==> src/pkg/bsar_map.vh <==
`ifndef BSAR_MAP_VH
`define BSAR_MAP_VH
`define BSAR_CH_W          8
`define BSAR_NEG_W         3
`define BSAR_DAC_W         10
`define BSAR_CHAIN_LEN     8'd32
`define BSAR_CNT_W         8
`define BSAR_CH_IDLE       8'h01
`define BSAR_NEG_IDLE      3'h0
`define BSAR_DAC_MID       10'h200
`define BSAR_DUMMY_CMPS    4'ha
`define BSAR_CMP_STEP_CYC  4'h2
`define BSAR_ENABLE_NS     200
`define BSAR_CLK_NS        8
`define BSAR_SETTLE_CYC    8'h19
`define BSAR_CELL_W        28
`define BSAR_PASS_IDLE     1'b1
`define BSAR_HOLD_IDLE     1'b1
`define BSAR_LATCH_CHARGE_N_IDLE    1'b0
`define BSAR_ST_IDLE       2'h0
`define BSAR_ST_DUMMY      2'h1
`define BSAR_ST_READY      2'h2
`endif

==> src/hdl/bsar_top.v <==
`timescale 1ns/10ps
`include "bsar_map.vh"
// How it works
// Tester loads idle values into converter cells when converter is unused.
// Latch is precharged while the precharge cell is low; high lets it resolve.
// Three-bit minus-input pick selects the comparator negative input.
// Probe enable routes amplifier output to the channel four pin.
// Tester may hold speedup high two clock periods after amp power-on.
// Supply-as-reference cell selects supply as converter reference.
// Tester selects exactly one path onto the negative input.
// Tester should leave the differential amplifier unused during scan.
// Tester checks lower limit gives low result, upper limit gives high.
// Tester sets measured pin as input with pull-up disabled.
// Enabling the converter starts a dummy conversion of ten comparisons.
// Tester waits 200 ns after enable or discards the first result.
// Reference code stays at midpoint while sampling.
// Tester preloads first vector, then uses external test for the rest.
// Channel three check follows sample, freeze, limit, precharge, restore.
// Result is read in the scan following the precharge pulse.
// Test clock must be fast enough for freeze held over five vectors.
module bsar_top (
    input  wire                    i_ref_clk,
    input  wire                    i_sys_rst,
    input  wire                    i_tck,
    input  wire                    i_update,
    input  wire [`BSAR_CH_W-1:0]   i_channel_pick_bits,
    input  wire [`BSAR_NEG_W-1:0]  i_minus_input_pick,
    input  wire                    i_amp_passgate_on,
    input  wire                    i_latch_charge_n,
    input  wire                    i_switchcap_probe_en,
    input  wire                    i_amp_speedup,
    input  wire                    i_supply_as_reference,
    input  wire                    i_diffamp_power_on,
    input  wire                    i_converter_power_on,
    input  wire                    i_hold,
    input  wire [`BSAR_DAC_W-1:0]  i_dac_code,
    input  wire                    i_comp_raw,
    output reg  [`BSAR_CH_W-1:0]   o_channel_pick_bits,
    output reg  [`BSAR_NEG_W-1:0]  o_minus_input_pick,
    output reg                     o_amp_passgate_on,
    output reg                     o_latch_precharge,
    output reg                     o_probe_to_ch4_pin,
    output reg                     o_amp_speedup,
    output reg                     o_vref_is_supply,
    output reg                     o_diffamp_power_on,
    output reg                     o_hold,
    output reg  [`BSAR_DAC_W-1:0]  o_dac_code,
    output reg                     o_comp_result,
    output reg                     o_dummy_busy,
    output reg                     o_converter_ready,
    output reg                     o_tck_rise
);
    wire tck_s;
    wire upd_s;
    wire en_s;
    wire comp_s;
    reg  tck_prev_q;
    reg  upd_prev_q;
    reg  [1:0] state_q;
    reg  [1:0] state_d;
    reg  [3:0] cmp_cnt_q;
    reg  [3:0] cmp_cnt_d;
    reg  [3:0] step_q;
    reg  [3:0] step_d;
    reg  [`BSAR_CNT_W-1:0] settle_q;
    reg  [`BSAR_CNT_W-1:0] settle_d;
    wire [`BSAR_CELL_W-1:0] cells_raw;
    wire [`BSAR_CELL_W-1:0] cells_s;
    wire [`BSAR_CH_W-1:0]   cell_ch;
    wire [`BSAR_NEG_W-1:0]  cell_neg;
    wire                    cell_pass;
    wire                    cell_lc_n;
    wire                    cell_probe;
    wire                    cell_st;
    wire                    cell_vcc;
    wire                    cell_amp;
    wire                    cell_hold;
    wire [`BSAR_DAC_W-1:0]  cell_dac;
    wire                    cell_load;
    wire                    latch_charge_n_d;

    bsar_sync2 u_s_tck (.i_ref_clk(i_ref_clk), .i_sys_rst(i_sys_rst),
                        .i_async(i_tck), .o_sync(tck_s));
    bsar_sync2 u_s_upd (.i_ref_clk(i_ref_clk), .i_sys_rst(i_sys_rst),
                        .i_async(i_update), .o_sync(upd_s));
    bsar_sync2 u_s_en (.i_ref_clk(i_ref_clk), .i_sys_rst(i_sys_rst),
                       .i_async(i_converter_power_on), .o_sync(en_s));
    bsar_sync2 u_s_cmp (.i_ref_clk(i_ref_clk), .i_sys_rst(i_sys_rst),
                        .i_async(i_comp_raw), .o_sync(comp_s));

    // The cell word crosses on the same two-stage depth as the update strobe. It is
    // quiet for many clocks before the strobe rises, so skew between its bits never shows.
    bsar_sync2 #(.WIDTH(`BSAR_CELL_W)) u_s_cells (.i_ref_clk(i_ref_clk), .i_sys_rst(i_sys_rst),
                                                  .i_async(cells_raw), .o_sync(cells_s));
    assign cells_raw = {i_channel_pick_bits, i_minus_input_pick, i_amp_passgate_on,
                        i_latch_charge_n, i_switchcap_probe_en, i_amp_speedup,
                        i_supply_as_reference, i_diffamp_power_on, i_hold, i_dac_code};
    assign {cell_ch, cell_neg, cell_pass, cell_lc_n, cell_probe, cell_st,
            cell_vcc, cell_amp, cell_hold, cell_dac} = cells_s;

    // A rising edge of the synchronised update strobe applies the whole cell word.
    assign cell_load = upd_s & ~upd_prev_q;
    // Precharge value in force after this edge, so the result is cleared in step with it.
    assign latch_charge_n_d = cell_load ? ~cell_lc_n : o_latch_precharge;

    // Enabling the converter runs ten dummy comparisons, then settles.
    always @* begin
        state_d = state_q;
        cmp_cnt_d = cmp_cnt_q;
        step_d = step_q;
        settle_d = settle_q;
        case (state_q)
            `BSAR_ST_IDLE: begin
                if (en_s) begin
                    state_d = `BSAR_ST_DUMMY;
                    cmp_cnt_d = 4'h0;
                    step_d = 4'h0;
                    settle_d = {`BSAR_CNT_W{1'b0}};
                end
            end
            `BSAR_ST_DUMMY: begin
                if (!en_s) begin
                    state_d = `BSAR_ST_IDLE;
                end else begin
                    // The settle count saturates, so ready stays up while enabled.
                    if (settle_q != `BSAR_SETTLE_CYC) begin
                        settle_d = settle_q + 8'h01;
                    end
                    // Each comparison lasts a fixed number of clocks, paced by the step count.
                    if (step_q == `BSAR_CMP_STEP_CYC - 4'h1) begin
                        step_d = 4'h0;
                        cmp_cnt_d = cmp_cnt_q + 4'h1;
                        if (cmp_cnt_q == `BSAR_DUMMY_CMPS - 4'h1) begin
                            state_d = `BSAR_ST_READY;
                        end
                    end else begin
                        step_d = step_q + 4'h1;
                    end
                end
            end
            `BSAR_ST_READY: begin
                if (!en_s) begin
                    state_d = `BSAR_ST_IDLE;
                end else if (settle_q != `BSAR_SETTLE_CYC) begin
                    settle_d = settle_q + 8'h01;
                end
            end
            default: begin
                state_d = `BSAR_ST_IDLE;
            end
        endcase
    end

    // Each rising test clock edge seen after synchronisation gives a one-clock pulse.
    always @(posedge i_ref_clk) begin
        if (i_sys_rst) begin
            tck_prev_q <= 1'b0;
            o_tck_rise <= 1'b0;
        end else begin
            tck_prev_q <= tck_s;
            o_tck_rise <= tck_s & ~tck_prev_q;
        end
    end

    // Cell outputs load together on the update edge and hold the idle values through reset.
    always @(posedge i_ref_clk) begin
        if (i_sys_rst) begin
            upd_prev_q <= 1'b0;
            state_q <= `BSAR_ST_IDLE;
            cmp_cnt_q <= 4'h0;
            step_q <= 4'h0;
            settle_q <= {`BSAR_CNT_W{1'b0}};
            o_channel_pick_bits <= `BSAR_CH_IDLE;
            o_minus_input_pick <= `BSAR_NEG_IDLE;
            o_amp_passgate_on <= `BSAR_PASS_IDLE;
            o_latch_precharge <= `BSAR_LATCH_CHARGE_N_IDLE;
            o_probe_to_ch4_pin <= 1'b0;
            o_amp_speedup <= 1'b0;
            o_vref_is_supply <= 1'b0;
            o_diffamp_power_on <= 1'b0;
            o_hold <= `BSAR_HOLD_IDLE;
            o_dac_code <= `BSAR_DAC_MID;
            o_dummy_busy <= 1'b0;
            o_converter_ready <= 1'b0;
        end else begin
            upd_prev_q <= upd_s;
            state_q <= state_d;
            cmp_cnt_q <= cmp_cnt_d;
            step_q <= step_d;
            settle_q <= settle_d;
            // Status flags follow the next state, so busy moves on the same edge as the state; ready also waits for the settle count.
            o_dummy_busy <= (state_d == `BSAR_ST_DUMMY);
            o_converter_ready <= (state_d == `BSAR_ST_READY) &&
                                 (settle_d == `BSAR_SETTLE_CYC);
            if (cell_load) begin
                o_channel_pick_bits <= cell_ch;
                o_minus_input_pick <= cell_neg;
                o_amp_passgate_on <= cell_pass;
                o_latch_precharge <= ~cell_lc_n;
                o_probe_to_ch4_pin <= cell_probe;
                o_amp_speedup <= cell_st;
                o_vref_is_supply <= cell_vcc;
                o_diffamp_power_on <= cell_amp;
                o_hold <= cell_hold;
                o_dac_code <= cell_dac;
            end
        end
    end

    // The result is cleared by the precharge value being applied on this edge, so a
    // result never stands beside a freshly raised precharge.
    always @(posedge i_ref_clk) begin
        if (i_sys_rst) begin
            o_comp_result <= 1'b0;
        end else if (latch_charge_n_d) begin
            o_comp_result <= 1'b0;
        end else begin
            o_comp_result <= comp_s;
        end
    end
endmodule

==> src/hdl/bsar_sync2.v <==
`timescale 1ns/10ps
// Two-stage synchroniser for levels from outside the clock domain.
module bsar_sync2 #(
    parameter WIDTH = 1
) (
    input  wire             i_ref_clk,
    input  wire             i_sys_rst,
    input  wire [WIDTH-1:0] i_async,
    output wire [WIDTH-1:0] o_sync
);
    reg [WIDTH-1:0] meta_q;
    reg [WIDTH-1:0] sync_q;
    always @(posedge i_ref_clk) begin
        if (i_sys_rst) begin
            meta_q <= {WIDTH{1'b0}};
            sync_q <= {WIDTH{1'b0}};
        end else begin
            meta_q <= i_async;
            sync_q <= meta_q;
        end
    end
    assign o_sync = sync_q;
endmodule

==> config.mk <==
export PLATFORM = sky130hd
export DESIGN_NAME = bsar_top
export DESIGN_NICKNAME = d
export VERILOG_FILES = /design/src/hdl/bsar_top.v /design/src/hdl/bsar_sync2.v
export VERILOG_INCLUDE_DIRS = /design/src /design/src/pkg
export SDC_FILE = /design/constraint.sdc
export NUM_CORES = 1
export LEC_CHECK = 0
export BUFFER_PORTS_ARGS = -buffer_cell sky130_fd_sc_hd__buf_2
export CAP_MARGIN = 25
export CORE_UTILIZATION = 55
export DETAILED_ROUTE_END_ITERATION = 16
export PLACE_DENSITY_LB_ADDON = 0.3
export SLEW_MARGIN = 10
export SYNTH_ARGS = -nofsm -noshare
export SYNTH_HDL_FRONTEND = slang
export SYNTH_SLANG_ARGS = --single-unit
==> constraint.sdc <==
create_clock -name i_ref_clk -period 3.1 [get_ports i_ref_clk]
set_input_delay 0.31 -clock i_ref_clk [delete_from_list [all_inputs] [get_ports i_ref_clk]]
set_output_delay 0.31 -clock i_ref_clk [all_outputs]
set_load 0.005 [all_outputs]
==> results of run 1 <==
-- layer usage --
metal / share of wire [%] / vias up / wire, µm
met5: 0 / - / 0
met4: 1.7 / 0 / 133
met3: 4.9 / 9 / 383
met2: 49 / 95 / 3890
met1: 44 / 1446 / 3490
li1: - / 1573 / -
-- cell usage after synthesis, types with 4 or more instances --
cell type / number / area, µm²
a21oi_1: 31 / 155
a22oi_1: 4 / 30.0
buf_1: 4 / 15.0
clkbuf_1: 18 / 67.6
dfxtp_1: 116 / 2320
ha_1: 10 / 125
inv_1: 7 / 26.3
nand2_1: 62 / 233
nand2b_1: 4 / 25.0
nand3_1: 13 / 65.1
nor2_1: 19 / 71.3
nor2b_1: 72 / 450
nor3_1: 5 / 25.0
o21ai_0: 4 / 20.0
or4_1: 4 / 30.0
-- power breakdown --
group / leakage (µW) / total (µW) / switching, µW / internal [µW]
Combinational: 0.000941 / 146 / 72.0 / 73.6
Clock: 0.000272 / 1830 / 678 / 1150
Sequential: 0.000950 / 1560 / 16.0 / 1540
-- kinds of logic after synthesis --
| kind of cell | Yosys count |
|---|---|
| AND/OR/NAND/NOR | 199 |
| flip-flops | 116 |
| AO/OA/AOI/OAI | 61 |
| buffers and inverters | 29 |
| adder cells (fa/ha/maj) | 10 |
| multiplexers | 3 |
-- area by class of cell --
type / count / area, µm²
flip-flops and latches: 116 / 2320
fillers: 481 / 1740
multi-input cells: 273 / 1590
repair buffers: 90 / 571
clock buffers: 18 / 418
clock inverters: 14 / 154
well taps: 96 / 120
inverters: 7 / 26.3
-- sequential cells by signal, indices dropped and copies added (netlist names), 2 cells and up --
name	count
state_q	2
settle_q	8
step_q	4
cmp_cnt_q	4
u_s_cells.meta_q	28
o_channel_pick_bits	8
o_dac_code	10
o_minus_input_pick	3
u_s_cells.o_sync	28
-- how the worst min path moves through the flow --
stage | start | to | slack (ns) | cells after the start
final | i_minus_input_pick[2] | u_s_cells.meta_q[19]$_SDFF_PP0_ | 0.02 | 2
after global routing | i_channel_pick_bits[6] | u_s_cells.meta_q[26]$_SDFF_PP0_ | 0.008 | 2
after CTS | i_comp_raw | u_s_cmp.meta_q$_SDFF_PP0_ | 0.0006 | 2
after detailed placement | tck_prev_q$_SDFF_PP0_ | o_tck_rise$_SDFF_PP0_ | 0.38 | 1
after global placement | tck_prev_q$_SDFF_PP0_ | o_tck_rise$_SDFF_PP0_ | 0.37 | 1
after floorplan | tck_prev_q$_SDFF_PP0_ | o_tck_rise$_SDFF_PP0_ | 0.37 | 1
-- metrics by stage --
stage	power, µW	util (%)	hold slack (ns)	setup slack [ns]
2_1_floorplan	1660	-	0.367	1.10
3_3_place_gp	1710	63.5	0.374	1.06
3_5_place_dp	1710	63.5	0.382	0.983
4_1_cts	3560	74.9	0.000639	0.959
5_1_grt	3660	74.9	0.00793	0.768
6_report	3530	74.9	0.0166	0.920
-- worst reg2reg max path, delay by kind of cell, from the launching register on --
family	cells	cell delay (ns)
simple gates	3	0.73
flops	1	0.43
compound gates	2	0.32
fa+ha+maj	1	0.51
buf+inv	1	0.10
-- what timing repair did --
item                      CTS  global route
setup buffers               0             0
hold endpoints to repair   22             0
resized for setup           0             0
hold buffers               22             0
==> flow_summary.json, run 1 <==
{
  "synthAdderAreaFrac_pct": 3.11,
  "synth_cells": 418,
  "setup_viol": 0,
  "root_buffer": "clkbuf_8",
  "met2_usage_pct": 36.3,
  "io_buffers": 65,
  "gp_routability_congestion": 0.856,
  "cp-endpoint": "o_converter_ready$_SDFF_PP0_",
  "powerDensity_nw_per_um2": 678,
  "insertion_delay_ns": 0.51,
  "grt_pass1_wl_um": 12900,
  "ys_seq_elements": 116,
  "final_cells": 614,
  "cts_sinks": 116,
  "met3_usage_pct": 9.38,
  "yosys.area_share.simple_pct": 26.5,
  "final_cell_mix": "116 x dfxtp_1, 71 x nor2b_1, 64 x buf_2, 62 x nand2_1, 31 x a21oi_1",
  "cp-startpoint": "state_q[0]$_SDFF_PP0_",
  "grtUsageTotal_pct": 22.6,
  "vias_per_cell": 5.09,
  "drc": 0,
  "reg2reg_from": "state_q[0]$_SDFF_PP0_",
  "grt_pass1_vias": 2908,
  "critPathCaptureType": "register",
  "synthArstFlopShare_pct": 0,
  "reg2regPathDepth": 7,
  "synth_top_family_by_area": "simple AND/OR/NAND/NOR gates",
  "clk_pin_slew_ns": 0.06,
  "htreeDepth": 4,
  "dp_hpwl_um": 4680,
  "ys_types": 45,
  "synth_mux_area_share_pct": 0.778,
  "path_max_fanout": 12,
  "synth_edf_count": 0,
  "hold_violations": 0,
  "drive_above_1_share_pct": 20.1,
  "grt_max_degree": 73,
  "fin_crit_ns": 2.18,
  "io_pins": 66,
  "totalNegativeSetupSlack_ns": 0,
  "post_dp_cell_area_um2": 4410,
  "slew_headroom_pct": 53.9,
  "min-delay-path-class": "primary input to register",
  "die_x_um": 87.5,
  "cp_cell_sequence": "inv_1 > ha_1 > nor2_1 > o21bai_1 > a211oi_1 > or4_1 > nor4_2",
  "cap_violations": 0,
  "slew_violations": 0,
  "r2r-end": "o_converter_ready$_SDFF_PP0_",
  "synth_xor_xnor_area_share_pct": 0,
  "mappedNetlistArea_um2": 4020,
  "rows": 30,
  "final_nets": 549,
  "cp.arrival_ns": 2.59,
  "cts_tree": "yes",
  "wl_per_cell_um": 12.9,
  "cts_buffer_depth": 2,
  "cts_buffers": 17,
  "final_common_cell": "dfxtp_1",
  "ant_nets": 0,
  "crit_family": "simple AND/OR/NAND/NOR gates",
  "slowest_stage": "ha_1",
  "syn_nets": 462,
  "coreArea_um2": 6940,
  "ys_warn_count": 0,
  "grt.busiest_layer": "met2",
  "synth_compound_area_share_pct": 9.15,
  "rsz0062_at_grt": "false",
  "n_antenna_cell": 0,
  "grt_util_met1_pct": 26.3,
  "fin_crit_sh_pct": 70.3,
  "die_area_um2": 7660,
  "fin_skew_ns": 0.0146,
  "drt_iter0_drc": 116,
  "dr.pass1.iters": 4,
  "syn_to_final_growth_pct": 29.4,
  "cp.required_ns": 3.51,
  "grt.overflow.total": 0,
  "start_util_pct": 57.9,
  "avgSynthCellArea_um2": 9.62,
  "cp.depth": 7,
  "wirelength_um": 7890,
  "synth_ff_type": "dfxtp_1",
  "tightest_slew_ns": 0.692,
  "fmax_ghz": 0.459,
  "antenna_found_initial": 0,
  "power_leakage_uw": 0.00216,
  "rrSetupSlack_ns": 0.92,
  "outcome": "finished, final reports clean",
  "die_y_um": 87.5,
  "yosysSeqAreaShare_pct": 57.7,
  "max_stage_delay_ns": 0.51,
  "crit_type": "register to register",
  "stdcell_area_um2": 5200,
  "dr_total_vias": 3123,
  "crit_buf_inv": 1,
  "dp.cells": 560,
  "startpoint_type": "register",
  "peakVddDrop_v": 0.000626
}
No activity file was read; power rests on OpenSTA's default activity.
==> run 2, diff against run 1 <==
Settings changed: CORE_UTILIZATION 55 to 50.
Clock period 3.1 ns to 1.8 ns, I/O delays scaled along.
==> run 2 against run 1 <==
  * The run now ends with negative setup slack left
  * Wire length is 15% higher
  * Via count is 3.8% higher
  * Final area is 7.6% higher
  * Critical endpoint unchanged
  * Largest cell class unchanged
==> flow_summary.json, run 2 (synthesis results as in run 1) <==
{
  "n_antenna_cell": 0,
  "insertion_delay_ns": 0.51,
  "post_dp_cell_area_um2": 4590,
  "dr_total_vias": 3243,
  "wl_per_cell_um": 13.9,
  "fin_crit_ns": 1.91,
  "rsz0062_at_grt": "true",
  "grtUsageTotal_pct": 22.3,
  "final_cell_mix": "110 x dfxtp_1, 70 x nor2b_1, 64 x buf_2, 62 x nand2_1, 32 x dlygate4sd3_1",
  "cap_violations": 0,
  "die_x_um": 91.7,
  "critPathCaptureType": "register",
  "cts_buffers": 17,
  "clk_pin_slew_ns": 0.06,
  "outcome": "complete, but fails checks",
  "startpoint_type": "register",
  "cts_buffer_depth": 2,
  "cp.required_ns": 2.21,
  "grt_pass1_vias": 3095,
  "stdcell_area_um2": 5600,
  "grt.overflow.total": 0,
  "coreArea_um2": 7770,
  "drt_iter0_drc": 148,
  "io_pins": 66,
  "start_util_pct": 51.8,
  "wirelength_um": 9040,
  "final_cells": 651,
  "setup_viol": 1,
  "slew_violations": 0,
  "dp_hpwl_um": 4940,
  "cp.arrival_ns": 2.33,
  "power_leakage_uw": 0.00235,
  "tightest_slew_ns": 0.451,
  "hold_violations": 0,
  "grt_max_degree": 107,
  "peakVddDrop_v": 0.000834,
  "path_max_fanout": 4,
  "fin_crit_sh_pct": 106,
  "slew_headroom_pct": 69.7,
  "violations": "negative setup slack",
  "rows": 32,
  "gp_routability_congestion": 0.829,
  "io_buffers": 65,
  "final_nets": 582,
  "cts_sinks": 116,
  "antenna_found_initial": 0,
  "die_area_um2": 8410,
  "fin_skew_ns": 0.00947,
  "dr.pass1.iters": 6,
  "htreeDepth": 4,
  "dp.cells": 585,
  "cts_tree": "yes",
  "powerDensity_nw_per_um2": 1120,
  "final_common_cell": "dfxtp_1",
  "root_buffer": "clkbuf_8",
  "grt_pass1_wl_um": 14300,
  "drc": 0,
  "die_y_um": 91.7,
  "min-delay-path-class": "primary input to register",
  "ant_nets": 0,
  "vias_per_cell": 4.98,
  "crit_type": "register to register",
  "fin_ws_ns": -0.114,
  "dp_slack_ns": -0.0794,
  "syn_to_final_growth_pct": 39.3,
  "fmax_ghz": 0.523,
  "drive_above_1_share_pct": 26.0
}
## run 2: area by class of cell
type	count	area [µm²]
Timing Repair Buffer	123	860
Tap cell	102	128
Sequential cell	116	2330
Inverter	7	26.3
Fill cell	545	2170
Clock buffer	21	459
Clock inverter	9	129
Multi-Input combinational cell	273	1670
## run 2: critical path: stages, from the launching register on
cell and delay, ns:
dfxtp_1 0.40, ha_1 0.22, nor3b_4 0.27, nand4b_1 0.21, a41oi_2 0.34, nand3b_1 0.17
nor4_4 0.22
## run 2: path summary, 6_finish.rpt
path,from,end,slack [ns],depth (start not counted)
min,i_sys_rst,o_amp_passgate_on$_SDFFE_PP1P_,0.07,3
max reg2reg,step_q[0]$_SDFFE_PP0P_,o_converter_ready$_SDFF_PP0_,-0.11,6
max,step_q[0]$_SDFFE_PP0P_,o_converter_ready$_SDFF_PP0_,-0.11,6
min reg2reg,tck_prev_q$_SDFF_PP0_,o_tck_rise$_SDFF_PP0_,0.40,1
## run 2: per-layer routing
metal  global-route usage (%)  wire length [µm]  vias to the layer above
li1                         -                 -                     1635
met1                     24.6              3830                     1526
met2                     38.5              4720                       74
met3                     7.71               432                        8
met4                     9.79                61                        0
met5                        0                 0                        -
## run 2: where the power goes
| part | total (µW) | switching [µW] | internal [µW] |
|---|---|---|---|
| logic | 311 | 144 | 167 |
| clock network | 3300 | 1110 | 2190 |
| registers | 2680 | 26.3 | 2650 |
## run 2: metrics by stage
step / hold WS (ns) / TNS (ns) / total power, µW / util (%)
global placement: 0.372 / -0.0935 / 2970 / 59.1
finish: 0.0734 / -0.114 / 6290 / 72.1
floorplan: 0.308 / 0 / 2870 / -
global route: 0.0716 / -0.260 / 6490 / 72.1
detailed placement: 0.393 / -0.0794 / 2970 / 59.1
CTS: 0.0533 / -0.0449 / 6300 / 70.9
## run 2: what timing repair did
item                                    4_1_cts  5_1_grt
resized for setup                             6       20
pin swaps                                     2        7
endpoints found under the setup margin        1        3
buffers inserted                              0        4
hold buffers                                 32        0
hold endpoints to repair                     32        0
